[config.mk]
export PLATFORM = sky130hd
export DESIGN_NAME = stlm_monitor
export DESIGN_NICKNAME = d
export VERILOG_FILES = /design/src/hw/stlm_pkg.sv /design/src/hw/stlm_cmp_if.sv /design/src/hw/stlm_bound_cmp.sv /design/src/hw/stlm_monitor.sv
export SDC_FILE = /design/constraint.sdc
export NUM_CORES = 1
export LEC_CHECK = 0
export BUFFER_PORTS_ARGS = -buffer_cell sky130_fd_sc_hd__buf_2
export CORE_MARGIN = 10
export CORE_UTILIZATION = 55
export CTS_CLUSTER_DIAMETER = 80
export CTS_CLUSTER_SIZE = 8
export DETAILED_ROUTE_END_ITERATION = 8
export PLACE_DENSITY = 0.93
export SKIP_CTS_REPAIR_TIMING = 1
export SLEW_MARGIN = 20
export SYNTH_ARGS = -nofsm -noshare
export SYNTH_HDL_FRONTEND = slang
export SYNTH_SLANG_ARGS = --single-unit
export TNS_END_PERCENT = 10
[constraint.sdc]
create_clock -name clk_sys -period 8.49 [get_ports clk_sys]
set_input_delay 0.849 -clock clk_sys [delete_from_list [all_inputs] [get_ports clk_sys]]
set_output_delay 0.849 -clock clk_sys [all_outputs]
set_load 0.005 [all_outputs]
[src/hw/stlm_pkg.sv]
// Package of the software travel limit monitor: widths, field positions,
// reset values and enable settings.
// Assumes one drive clock and signed 64-bit position values.
package stlm_pkg;

  // Widths of the held values
  localparam int POS_W    = 64;
  localparam int EN_W     = 8;
  localparam int STATUS_W = 8;

  // Field positions in the enable setting and the status word
  localparam int LIMIT0_BIT = 0;
  localparam int LIMIT1_BIT = 1;

  // Enable setting values
  localparam logic [1:0] EN_NONE = 2'h0;
  localparam logic [1:0] EN_ONLY0 = 2'h1;
  localparam logic [1:0] EN_ONLY1 = 2'h2;
  localparam logic [1:0] EN_BOTH = 2'h3;

  // Values after reset
  localparam logic [EN_W-1:0]     ENABLE_RESET   = 8'h00;
  localparam logic [POS_W-1:0]    COMPARE0_RESET = 64'h0000_0000_0000_0000;
  localparam logic [POS_W-1:0]    COMPARE1_RESET = 64'h0000_0000_0010_0000;
  localparam logic [STATUS_W-1:0] STATUS_RESET   = 8'h00;
  localparam logic                TORQUE_RESET   = 1'b0;

endpackage

[src/hw/stlm_cmp_if.sv]
// Interface between the monitor top and its bound comparator.
// Assumes both ends sit on the same drive clock.
`timescale 1ns/1ps

interface stlm_cmp_if;
  logic signed [stlm_pkg::POS_W-1:0] compare0;
  logic signed [stlm_pkg::POS_W-1:0] compare1;
  logic signed [stlm_pkg::POS_W-1:0] actualPosition;
  logic [1:0]                        enableBits;
  logic                              axisHomed;
  logic [1:0]                        activeBits;
  logic                              lowerHit;
  logic                              upperHit;

  // Owner of the settings and the position
  modport top (
    output compare0, compare1, actualPosition, enableBits, axisHomed,
    input  activeBits, lowerHit, upperHit
  );

  // Bound comparator
  modport cmp (
    input  compare0, compare1, actualPosition, enableBits, axisHomed,
    output activeBits, lowerHit, upperHit
  );
endinterface

[src/hw/stlm_bound_cmp.sv]
// Bound comparator: orders the two compare values into lower and upper
// bounds and flags which compare value the actual position has crossed.
// Assumes inputs synchronous to clk_sys; results appear one cycle later.
`timescale 1ns/1ps

module stlm_bound_cmp (
  input wire logic clk_sys,
  input wire logic resetn,
  stlm_cmp_if.cmp  cmpBus
);

  // Per-bit arming and homing gate
  wire arm0 = cmpBus.axisHomed & cmpBus.enableBits[stlm_pkg::LIMIT0_BIT];
  wire arm1 = cmpBus.axisHomed & cmpBus.enableBits[stlm_pkg::LIMIT1_BIT];

  // Compare 0 becomes the upper bound only with both armed and larger
  wire bothOn   = (cmpBus.enableBits == stlm_pkg::EN_BOTH);
  wire swapped  = bothOn & (cmpBus.compare0 > cmpBus.compare1);

  // Crossing tests on each compare value
  wire below0   = cmpBus.actualPosition < cmpBus.compare0;
  wire above0   = cmpBus.actualPosition > cmpBus.compare0;
  wire below1   = cmpBus.actualPosition < cmpBus.compare1;
  wire above1   = cmpBus.actualPosition > cmpBus.compare1;

  // Limit 0 is lower unless swapped, limit 1 the opposite
  wire hit0 = arm0 & (swapped ? above0 : below0);
  wire hit1 = arm1 & (swapped ? below1 : above1);

  wire [1:0] next_activeBits = {hit1, hit0};
  wire next_lowerHit = swapped ? hit1 : hit0;
  wire next_upperHit = swapped ? hit0 : hit1;

  // Register the comparison result
  always_ff @(posedge clk_sys or negedge resetn) begin
    if (!resetn) begin
      cmpBus.activeBits <= 2'h0;
      cmpBus.lowerHit   <= 1'b0;
      cmpBus.upperHit   <= 1'b0;
    end else begin
      cmpBus.activeBits <= next_activeBits;
      cmpBus.lowerHit   <= next_lowerHit;
      cmpBus.upperHit   <= next_upperHit;
    end
  end

endmodule

[src/hw/stlm_monitor.sv]
// Software travel limit monitor for one servo axis: holds the limit
// settings, watches the actual position and reports active limits.
// Assumes the position loop and homing logic share clk_sys.
`timescale 1ns/1ps

module stlm_monitor (
  input  wire logic                                clk_sys,
  input  wire logic                                resetn,
  // Host setting writes
  input  wire logic                                enableWrite,
  input  wire logic [stlm_pkg::EN_W-1:0]           enableData,
  input  wire logic                                compare0Write,
  input  wire logic                                compare1Write,
  input  wire logic signed [stlm_pkg::POS_W-1:0]   compareData,
  // Position loop, homing and safety inputs
  input  wire logic signed [stlm_pkg::POS_W-1:0]   actualPosition,
  input  wire logic                                axisHomed,
  input  wire logic                                hwLimitLower,
  input  wire logic                                hwLimitUpper,
  input  wire logic                                safeTorqueCutoff,
  // Register read back
  output logic [stlm_pkg::EN_W-1:0]                travel_limit_enable,
  output logic signed [stlm_pkg::POS_W-1:0]        travel_limit_compare_0,
  output logic signed [stlm_pkg::POS_W-1:0]        travel_limit_compare_1,
  output logic [stlm_pkg::STATUS_W-1:0]            travel_limit_status,
  output logic                                     torque_off_status,
  // Motion inhibits toward the position loop
  output logic                                     inhibitLower,
  output logic                                     inhibitUpper
);

  stlm_cmp_if cmpBus ();

  // Only settings 0 to 3 have meaning; higher bits are dropped
  wire [stlm_pkg::EN_W-1:0] enableClipped = {6'h00, enableData[1:0]};

  // Feed the comparator
  assign cmpBus.compare0       = travel_limit_compare_0;
  assign cmpBus.compare1       = travel_limit_compare_1;
  assign cmpBus.actualPosition = actualPosition;
  assign cmpBus.enableBits     = travel_limit_enable[1:0];
  assign cmpBus.axisHomed      = axisHomed;

  stlm_bound_cmp u_stlm_bound_cmp (
    .clk_sys (clk_sys),
    .resetn  (resetn),
    .cmpBus  (cmpBus)
  );

  // Next status: two limit bits, the rest fixed at zero
  wire [stlm_pkg::STATUS_W-1:0] next_status = {6'h00, cmpBus.activeBits};

  // Torque permitted unless the safety cutoff reports a fault
  wire next_torque = ~safeTorqueCutoff;

  // Settings held by the block, default values after reset
  always_ff @(posedge clk_sys or negedge resetn) begin
    if (!resetn) begin
      travel_limit_enable    <= stlm_pkg::ENABLE_RESET;
      travel_limit_compare_0 <= stlm_pkg::COMPARE0_RESET;
      travel_limit_compare_1 <= stlm_pkg::COMPARE1_RESET;
    end else begin
      if (enableWrite) begin
        travel_limit_enable <= enableClipped;
      end
      if (compare0Write) begin
        travel_limit_compare_0 <= compareData;
      end
      if (compare1Write) begin
        travel_limit_compare_1 <= compareData;
      end
    end
  end

  // Status and torque-off readings
  always_ff @(posedge clk_sys or negedge resetn) begin
    if (!resetn) begin
      travel_limit_status <= stlm_pkg::STATUS_RESET;
      torque_off_status   <= stlm_pkg::TORQUE_RESET;
    end else begin
      travel_limit_status <= next_status;
      torque_off_status   <= next_torque;
    end
  end

  // Hardware limits act on their own, software limits add to them
  assign inhibitLower = hwLimitLower | cmpBus.lowerHit;
  assign inhibitUpper = hwLimitUpper | cmpBus.upperHit;

  // Checks on the settings, the gating and the ordering of bounds

  // Setting 0 keeps the whole status word clear
  a_disabled_quiet: assert property (@(posedge clk_sys) disable iff (!resetn)
    $past(cmpBus.enableBits) == stlm_pkg::EN_NONE |=> travel_limit_status == 8'h00)
    else $error("Status set while both limits disabled");

  // Setting 0 keeps both software hits low as well
  a_disabled_no_hit: assert property (@(posedge clk_sys) disable iff (!resetn)
    cmpBus.enableBits == stlm_pkg::EN_NONE |=> !cmpBus.lowerHit && !cmpBus.upperHit)
    else $error("Software hit while both limits disabled");

  // An unhomed axis shows no active limit two cycles on
  a_unhomed_quiet: assert property (@(posedge clk_sys) disable iff (!resetn)
    !axisHomed ##1 !$past(axisHomed) |=> travel_limit_status[1:0] == 2'h0)
    else $error("Status set while axis not homed");

  // An unhomed axis raises no software hit one cycle on
  a_unhomed_no_hit: assert property (@(posedge clk_sys) disable iff (!resetn)
    !axisHomed |=> !cmpBus.lowerHit && !cmpBus.upperHit)
    else $error("Software hit while axis not homed");

  // Any active comparator bit needs a homed axis one cycle before
  a_hit_needs_homed: assert property (@(posedge clk_sys) disable iff (!resetn)
    cmpBus.activeBits != 2'h0 |-> $past(axisHomed))
    else $error("Active limit without homing");

  // Unused status bits stay zero
  a_high_bits_zero: assert property (@(posedge clk_sys) disable iff (!resetn)
    travel_limit_status[7:2] == 6'h00)
    else $error("Unused status bits not zero");

  // Only the low two bits of the enable setting are kept
  a_enable_high_zero: assert property (@(posedge clk_sys) disable iff (!resetn)
    travel_limit_enable[7:2] == 6'h00)
    else $error("Enable setting holds high bits");

  // An enable write lands one cycle on, clipped to two bits
  a_enable_write: assert property (@(posedge clk_sys) disable iff (!resetn)
    enableWrite |=> travel_limit_enable == {6'h00, $past(enableData[1:0])})
    else $error("Enable write lost");

  // Without a write the enable setting holds
  a_enable_hold: assert property (@(posedge clk_sys) disable iff (!resetn)
    !enableWrite |=> $stable(travel_limit_enable))
    else $error("Enable setting changed without a write");

  // A disarmed limit 0 shows no active bit two cycles on
  a_bit0_armed: assert property (@(posedge clk_sys) disable iff (!resetn)
    !travel_limit_enable[0] |-> ##2 !travel_limit_status[0])
    else $error("Limit 0 active while disarmed");

  // A disarmed limit 1 shows no active bit two cycles on
  a_bit1_armed: assert property (@(posedge clk_sys) disable iff (!resetn)
    !travel_limit_enable[1] |-> ##2 !travel_limit_status[1])
    else $error("Limit 1 active while disarmed");

  // Each comparator bit needs its arming bit one cycle before
  a_hit_needs_arm: assert property (@(posedge clk_sys) disable iff (!resetn)
    (cmpBus.activeBits & ~$past(cmpBus.enableBits)) == 2'h0)
    else $error("Comparator bit set without its arming bit");

  // One limit armed: limit 0 flags a position below it
  a_single_lower: assert property (@(posedge clk_sys) disable iff (!resetn)
    axisHomed && travel_limit_enable[1:0] == stlm_pkg::EN_ONLY0
      && actualPosition < travel_limit_compare_0
    |=> ##1 travel_limit_status[0])
    else $error("Limit 0 below lower bound not flagged");

  // One limit armed: limit 1 flags a position above it
  a_single_upper: assert property (@(posedge clk_sys) disable iff (!resetn)
    axisHomed && travel_limit_enable[1:0] == stlm_pkg::EN_ONLY1
      && actualPosition > travel_limit_compare_1
    |=> ##1 travel_limit_status[1])
    else $error("Limit 1 above upper bound not flagged");

  // One limit armed: limit 0 never acts as an upper bound
  a_only0_no_upper: assert property (@(posedge clk_sys) disable iff (!resetn)
    axisHomed && travel_limit_enable[1:0] == stlm_pkg::EN_ONLY0
      && actualPosition > travel_limit_compare_0
    |=> ##1 travel_limit_status == 8'h00)
    else $error("Limit 0 flagged above its lower bound");

  // One limit armed: limit 1 never acts as a lower bound
  a_only1_no_lower: assert property (@(posedge clk_sys) disable iff (!resetn)
    axisHomed && travel_limit_enable[1:0] == stlm_pkg::EN_ONLY1
      && actualPosition < travel_limit_compare_1
    |=> ##1 travel_limit_status == 8'h00)
    else $error("Limit 1 flagged below its upper bound");

  // Lower and upper hits never stand together
  a_hits_exclusive: assert property (@(posedge clk_sys) disable iff (!resetn)
    !(cmpBus.lowerHit && cmpBus.upperHit))
    else $error("Lower and upper hit together");

  // Both armed in order: below compare 0 is a lower hit on limit 0
  a_both_lower: assert property (@(posedge clk_sys) disable iff (!resetn)
    axisHomed && travel_limit_enable[1:0] == stlm_pkg::EN_BOTH
      && travel_limit_compare_0 < travel_limit_compare_1
      && actualPosition < travel_limit_compare_0
    |=> cmpBus.lowerHit ##1 travel_limit_status == 8'h01)
    else $error("Lower hit on compare 0 not flagged");

  // Both armed in order: above compare 1 is an upper hit on limit 1
  a_both_upper: assert property (@(posedge clk_sys) disable iff (!resetn)
    axisHomed && travel_limit_enable[1:0] == stlm_pkg::EN_BOTH
      && travel_limit_compare_0 < travel_limit_compare_1
      && actualPosition > travel_limit_compare_1
    |=> cmpBus.upperHit ##1 travel_limit_status == 8'h02)
    else $error("Upper hit on compare 1 not flagged");

  // Both armed, compare 0 larger: above it is an upper hit on limit 0
  a_both_swapped: assert property (@(posedge clk_sys) disable iff (!resetn)
    axisHomed && travel_limit_enable[1:0] == stlm_pkg::EN_BOTH
      && travel_limit_compare_0 > travel_limit_compare_1
      && actualPosition > travel_limit_compare_0
    |=> cmpBus.upperHit ##1 travel_limit_status == 8'h01)
    else $error("Larger compare 0 not used as upper bound");

  // Both armed, compare 0 larger: below compare 1 is a lower hit on limit 1
  a_swapped_lower: assert property (@(posedge clk_sys) disable iff (!resetn)
    axisHomed && travel_limit_enable[1:0] == stlm_pkg::EN_BOTH
      && travel_limit_compare_0 > travel_limit_compare_1
      && actualPosition < travel_limit_compare_1
    |=> cmpBus.lowerHit ##1 travel_limit_status == 8'h02)
    else $error("Smaller compare 1 not used as lower bound");

  // A position on both compare values flags nothing
  a_inside_clear: assert property (@(posedge clk_sys) disable iff (!resetn)
    actualPosition == travel_limit_compare_0 && actualPosition == travel_limit_compare_1
    |=> ##1 travel_limit_status == 8'h00)
    else $error("Status set on a bound itself");

  // A position equal to compare 0 is not beyond it
  a_equal_lower: assert property (@(posedge clk_sys) disable iff (!resetn)
    axisHomed && travel_limit_enable[1:0] == stlm_pkg::EN_ONLY0
      && actualPosition == travel_limit_compare_0
    |=> ##1 !travel_limit_status[0])
    else $error("Limit 0 flagged on its bound");

  // A position equal to compare 1 is not beyond it
  a_equal_upper: assert property (@(posedge clk_sys) disable iff (!resetn)
    axisHomed && travel_limit_enable[1:0] == stlm_pkg::EN_ONLY1
      && actualPosition == travel_limit_compare_1
    |=> ##1 !travel_limit_status[1])
    else $error("Limit 1 flagged on its bound");

  // Status bits copy the comparator result one cycle late
  a_status_follows: assert property (@(posedge clk_sys) disable iff (!resetn)
    travel_limit_status[1:0] == $past(cmpBus.activeBits))
    else $error("Status does not follow the comparison");

  // Both status bits never stand together
  a_status_not_both: assert property (@(posedge clk_sys) disable iff (!resetn)
    travel_limit_status[1:0] != 2'h3)
    else $error("Both limit bits active");

  // A software hit always shows in the comparator bits
  a_hits_have_bits: assert property (@(posedge clk_sys) disable iff (!resetn)
    cmpBus.lowerHit || cmpBus.upperHit |-> cmpBus.activeBits != 2'h0)
    else $error("Software hit without an active bit");

  // Hardware limits always reach the inhibits
  a_hw_passes: assert property (@(posedge clk_sys) disable iff (!resetn)
    (hwLimitLower |-> inhibitLower) and (hwLimitUpper |-> inhibitUpper))
    else $error("Hardware limit masked");

  // Software hits always reach the inhibits
  a_sw_passes: assert property (@(posedge clk_sys) disable iff (!resetn)
    (cmpBus.lowerHit |-> inhibitLower) and (cmpBus.upperHit |-> inhibitUpper))
    else $error("Software hit masked");

  // With no hardware input the inhibits show the software hits alone
  a_sw_only: assert property (@(posedge clk_sys) disable iff (!resetn)
    !hwLimitLower && !hwLimitUpper
    |-> inhibitLower == cmpBus.lowerHit && inhibitUpper == cmpBus.upperHit)
    else $error("Inhibit without a cause");

  // A cutoff fault gives torque-off status 0 one cycle on
  a_torque_state: assert property (@(posedge clk_sys) disable iff (!resetn)
    safeTorqueCutoff |=> !torque_off_status ##0 ($past(safeTorqueCutoff) != torque_off_status))
    else $error("Torque-off status wrong");

  // No cutoff fault gives torque permitted one cycle on
  a_torque_on: assert property (@(posedge clk_sys) disable iff (!resetn)
    !safeTorqueCutoff |=> torque_off_status)
    else $error("Torque not shown as permitted");

  // A compare 0 write lands one cycle on
  a_compare0_write: assert property (@(posedge clk_sys) disable iff (!resetn)
    compare0Write |=> travel_limit_compare_0 == $past(compareData))
    else $error("Compare 0 write lost");

  // A compare 1 write lands one cycle on
  a_compare_write: assert property (@(posedge clk_sys) disable iff (!resetn)
    compare1Write |=> travel_limit_compare_1 == $past(compareData))
    else $error("Compare 1 write lost");

  // Without a write compare 0 holds
  a_compare0_hold: assert property (@(posedge clk_sys) disable iff (!resetn)
    !compare0Write |=> $stable(travel_limit_compare_0))
    else $error("Compare 0 changed without a write");

  // Without a write compare 1 holds
  a_compare1_hold: assert property (@(posedge clk_sys) disable iff (!resetn)
    !compare1Write |=> $stable(travel_limit_compare_1))
    else $error("Compare 1 changed without a write");

endmodule

# == After elaboration in Yosys (flattened, before gate mapping) ==
# Cells that the tools add are included.
# Widths: inputs -> output; s select.
# classes
magnitude_cmp,5
n_eq_ne,1
muxes,4
bitwise,8
# ops
cell,count
$gt 64x64->1,3
$lt 64x64->1,2
$and 1x1->1,5
$mux 1,4
$eq 2x2->1 const B,1
$or 1x1->1,2
$not 1->1,1
# totals
ff_bits,137
in_bits,145
out_inout_bits,147
word_cells,26

# == Depth between registers and ports, before layout ==
# depth
depth_word,5
depth_mapped,11
depth_no_buf,11

# == Cells and area by module ==
# Synthesis repeated with hierarchy kept, for this count alone.
# unflattened
hier_cells,938
area_unflattened_um2,10433.8
# by_module_without_submodules
module,n_inst,cells_per_inst,area_per_inst_um2,seq_area_each_um2
stlm_monitor,1,293,5616.6,3329.4
stlm_bound_cmp,1,645,4817.1,100.1

# == Worst setup path before layout ==
# OpenSTA, ideal clock, no wires.
# synth_path
path_kind,input -> register
start,in actualPosition[42] (netlist name)
end,reg u_stlm_bound_cmp.cmpBus.activeBits[1]
setup_ps,77
arrival_ps,3012
required_ps,8413
slack_ps,5401
stages,10
n_path_buf,0
cell_sequence,ha_1 and4_1 nor4b_1 a221oi_1 o21ai_0 and2_1 a2111oi_0 xor2_1 or3_2 a21oi_1
# synth_between
elab_chain_len,3
elab_cells_between_ends,4
cone_classes,order compare (2); mux (1); bitwise (1)
# synth_rtl
item,line_no,text
from (decl),stlm_monitor.sv:16,"input wire logic signed [stlm_pkg::POS_W-1:0] actualPosition,"
$gt 64x64->1 / $lt 64x64->1 (equally long branches),"stlm_bound_cmp.sv:24, stlm_bound_cmp.sv:23",
$mux 1 *,stlm_bound_cmp.sv:28,wire hit1 = arm1 & (swapped ? below1 : above1);
$and 1x1->1 *,stlm_bound_cmp.sv:28,
named net u_stlm_bound_cmp.hit1,stlm_bound_cmp.sv:28,
to (signal assigned),stlm_bound_cmp.sv:41,cmpBus.activeBits <= next_activeBits;
to (decl),stlm_cmp_if.sv:24,"output activeBits, lowerHit, upperHit"
# The timed path passes the listed nets; every way through them passes the cells marked *.
# A chain may end at the register's enable or synchronous reset.

# == Worst setup path after layout ==
# Ends and elaborated chain as after synthesis.

==> results.md <==
- For this block, wires on met1 add up to 11.7 mm.
- CTS saw 137 sinks.
- The fraction of the mapped netlist area in adder cells is 25.4%.
- The clock buffer count from CTS is 17.
- After the first detailed-routing iteration, the DRC count stood at 636.
- In this run the horizontal extent of the chip is 151 um.
- The number of antenna violations at the first check in global routing is 5.
- Dividing the detail-routed via count by the number of cells gives 5.68.
- The die height is 151 um.
- After detailed routing, the number of remaining DRC violations is 0.
- At the pin with the least slew margin, the transition time is 986 ps.
- The area enclosed by the die boundary is 22800 um^2.
- The part of the total power dissipated in sequential elements is 36.3%.
- The first detailed-routing pass took 5 iterations.
- The post-layout minimum cycle time is 3750 ps.
- The most used flip-flop cell after synthesis is sky130_fd_sc_hd__dfrtp_1.
- The areal power density over the cells is 180 nW/um^2.
- Measured against its own limit, the worst slew margin works out to 33.6%.
- The top-level I/O count is 292.
- In the post-route analysis, the smallest setup slack over all paths is 4740 ps.
- Summing the areas of all xor and xnor instances in the mapped netlist gives 0.185% of the synthesized area.
- The depth of the worst register-to-register path is 10.
- After synthesis, the mean cell area works out to 8.73 um^2.
- The first-pass GRT wire length is 47.2 mm.
- Relative to the synthesized area, the layout overhead comes to 22.9%.
- The per-cell routed wire length is 19.0 um.
- The worst-case IR drop observed on VDD is 0.136 mV.
- In this run, distinct cell masters in the synthesized netlist total 48.
- The via count of the routed design is 9013.
- Summing the areas of all compound-gate instances in the mapped netlist gives 16.4% of the synthesized area.
- STA classifies the critical path endpoint as a register.
- The element type at the critical path start is a primary input.
- The final-layout worst hold slack is 387 ps.
- During placement, the flow inserted port buffers numbering 273.
- At the worst endpoint, the required time is 8820 ps.
- Entering global routing, the biggest net connects 73 pins.
- The worst hold path passes through 0 cells.
- The number of max-slew violations in the final report is 0.
- The flow ran to the end, and the final reports show no timing, DRC or antenna violations.
- Summed over all layers, the routed wires come to 30.2 mm.
- The overflow left after global routing is 0.
- The dominant combinational cell family by area after synthesis is adder cells.
- Once layout is complete, the cells apart from fillers number 1586.
- The path class of the tightest hold or removal check is reg -> reg.
- Of the total power, combinational logic draws 25.9%.
- Synthesis produced 1083 cells.
- Once placement completed, the tool counted placed cells totaling 1550.
- In this run the number of H-tree levels came out at 4.
- The sequential-to-total area share from yosys stat is 36.3%.
- The number of synthesized flops with an enable pin is 0.
- The largest clock skew in the final design is 15.8 ps.
- The mapped netlist covers 9460 um^2.
- The starting utilization of the core area is 56.6%.
- TritonCTS built the clock tree.
- Across every metal layer, demand over resource in global routing totals 26.0%.
- After synthesis, the share of flip-flops with an asynchronous set or reset is 100%.
- The net count reported at finish is 1686.
- In this run the power spent charging and discharging nets is 653 uW.
- The total half-perimeter wirelength after legalization and detailed placement is 24.6 mm.
- The number of synthesis warnings is 0.
- The fraction of synthesized area in multiplexers is 0.463%.
- The internal power of the cells totals 1.44 mW.
- Prior to clock tree synthesis, the placed netlist has a worst setup slack of 4440 ps.
- The final worst-path cycle share is 44.2%.
- Net switching is 31.3% of the power.
- The maximum clock frequency is 0.267 GHz.
- The count of final hold-check violations is 0.
- The top fanout value on the critical path is 3.
- The met2 wirelength from detailed routing is 14.7 mm.
- The share of total power in the clock network is 37.8%.
- The number of global-route vias before repair is 9308.
- The basic-gate share of the synthesized area counting and, or, nand and nor cells is 13.9%.
- The insertion delay to the later sink of the worst-skew pair is 420 ps.
- The synthesized design contains 137 register bits.
- The core region is 16700 um^2.
- The buffer cell driving the clock tree root is sky130_fd_sc_hd__clkbuf_16.
- For this design the static power due to leakage is 6.23 nW.
- At the end of routability-driven placement, the weighted congestion stood at 0.920.
- The share of final-layout standard cells stronger than drive strength 1 is 23.5%.
- Signal routing reaches up to met5.
- The count of nets left with antenna violations after detail routing is 0.
- The total of max-cap violations is 0.
- The routed design uses 2.53 mm of met3 wire.
- Setup violations remaining at the end of the flow were counted as 0.
- The critical setup path kind is in -> reg.
- The clock-pin transition on the worst setup and hold timing paths is 60 ps.
- The aggregate negative setup slack is 0 ps.
- Setup repair after global routing left no endpoint under its margin.
- The longest clock path from root to sink contains 2 buffers.
- The number of rows in the core area is 47.
- The critical path data arrival time is 4080 ps.
-- synthesized netlist by cell type, types with 3 or more instances --
cell type                  instances  area (um^2)
sky130_fd_sc_hd__o21ai_0         152          761
sky130_fd_sc_hd__a21oi_1          90          450
sky130_fd_sc_hd__nor4_1            7         43.8
sky130_fd_sc_hd__ha_1            192         2400
sky130_fd_sc_hd__mux2_2            3         33.8
sky130_fd_sc_hd__a21o_1           12         90.1
sky130_fd_sc_hd__nand2_1         180          676
sky130_fd_sc_hd__buf_4            12         90.1
sky130_fd_sc_hd__buf_1             3         11.3
sky130_fd_sc_hd__nor3_1            4         20.0
sky130_fd_sc_hd__and4_1            5         43.8
sky130_fd_sc_hd__dfrtp_1         136         3400
sky130_fd_sc_hd__a21boi_0          3         22.5
sky130_fd_sc_hd__clkbuf_1         25         93.8
sky130_fd_sc_hd__a211oi_1          5         37.5
sky130_fd_sc_hd__nor2_1           13         48.8
sky130_fd_sc_hd__inv_1           135          507
sky130_fd_sc_hd__a221oi_1          3         26.3
sky130_fd_sc_hd__o211ai_1          3         22.5
sky130_fd_sc_hd__nand4_1          35          219
sky130_fd_sc_hd__nand3_1          24          120
-- layout make-up --
| class | count | area, um^2 |
|---|---|---|
| multi-input cells | 782 | 5370 |
| inverters | 135 | 507 |
| clock inverters | 10 | 139 |
| clock buffers | 22 | 494 |
| flip-flops and latches | 137 | 3430 |
| repair buffers | 276 | 1400 |
| well taps | 220 | 275 |
| diodes | 4 | 10.0 |
| fillers | 1282 | 5080 |
-- final timing paths --
path                                                        from                                    end  slack (ps)
max in group asynchronous                                 resetn             travel_limit_compare_1[33]        6700
min reg2reg                u_stlm_bound_cmp.cmpBus.activeBits[0]                 travel_limit_status[0]         390
max                                           actualPosition[42]  u_stlm_bound_cmp.cmpBus.activeBits[1]        4740
min in group asynchronous                                 resetn              travel_limit_compare_1[3]         440
min                        u_stlm_bound_cmp.cmpBus.activeBits[0]                 travel_limit_status[0]         390
max reg2reg                           travel_limit_compare_1[59]       u_stlm_bound_cmp.cmpBus.upperHit        4780
-- flip-flops by register name (all words and copies together) (netlist names) --
register / cells
u_stlm_bound_cmp.cmpBus.upperHit: 1
travel_limit_status: 2
u_stlm_bound_cmp.cmpBus.activeBits: 2
travel_limit_compare_0: 64
u_stlm_bound_cmp.cmpBus.lowerHit: 1
travel_limit_compare_1: 64
torque_off_status: 1
travel_limit_enable: 2
-- stage by stage --
stage | util, % | total power [mW] | area, um^2
final | 69.6 | 2.09 | 11600
after global routing | 69.6 | 2.21 | 11600
after CTS | 69.5 | 2.10 | 11600
after detailed placement | 65.7 | 1.30 | 11000
after global placement | 65.7 | 1.27 | 11000
after floorplan | - | 1.07 | 9500
-- per-layer routing --
metal	up-vias	track usage [%]
li1	4293	-
met1	4223	29.6
met2	406	45.1
met3	87	6.53
met4	4	11.9
met5	-	0
-- worst max-delay path: stages --
cell	delay [ps]
sky130_fd_sc_hd__buf_2	120
sky130_fd_sc_hd__ha_1	310
sky130_fd_sc_hd__and4_1	250
sky130_fd_sc_hd__nor4b_1	580
sky130_fd_sc_hd__nand3_1	260
sky130_fd_sc_hd__nor4_1	610
sky130_fd_sc_hd__a2111oi_0	260
sky130_fd_sc_hd__xor2_1	210
sky130_fd_sc_hd__or3_2	460
sky130_fd_sc_hd__a21oi_1	160
-- logic make-up (layout without fill, tap and decap cells) --
family	count (synthesis)	after routing
flops	137	137
compound gates	285	285
buf+inv	175	443
mux	4	4
fa+ha+maj	192	192
xor+xnor	2	2
other cells	1	16
simple gates	287	287
-- power by group through the flow --
stage / Sequential [mW] / Clock (mW) / Combinational [mW]
after floorplan: 0.766 / 0 / 0.303
after global placement: 0.765 / 0 / 0.507
after detailed placement: 0.768 / 0 / 0.535
after CTS: 0.758 / 0.801 / 0.540
after global routing: 0.765 / 0.830 / 0.617
final: 0.759 / 0.789 / 0.542
-- layout by cell type (no fill, tap or decap), types with 3 or more instances in the layout --
master	instances
sky130_fd_sc_hd__a211oi_1	5
sky130_fd_sc_hd__a21boi_0	3
sky130_fd_sc_hd__a21o_1	12
sky130_fd_sc_hd__a21oi_1	90
sky130_fd_sc_hd__a221oi_1	3
sky130_fd_sc_hd__and4_1	5
sky130_fd_sc_hd__buf_2	270
sky130_fd_sc_hd__buf_4	5
sky130_fd_sc_hd__bufinv_16	3
sky130_fd_sc_hd__clkbuf_16	17
sky130_fd_sc_hd__clkbuf_8	5
sky130_fd_sc_hd__clkinv_2	3
sky130_fd_sc_hd__conb_1	12
sky130_fd_sc_hd__dfrtp_1	136
sky130_fd_sc_hd__diode_2	4
sky130_fd_sc_hd__ha_1	192
sky130_fd_sc_hd__inv_1	135
sky130_fd_sc_hd__mux2_2	3
sky130_fd_sc_hd__nand2_1	180
sky130_fd_sc_hd__nand3_1	24
sky130_fd_sc_hd__nand4_1	35
sky130_fd_sc_hd__nor2_1	13
sky130_fd_sc_hd__nor3_1	4
sky130_fd_sc_hd__nor4_1	7
sky130_fd_sc_hd__o211ai_1	3
sky130_fd_sc_hd__o21ai_0	152
Power figures use the tool's default switching activity.
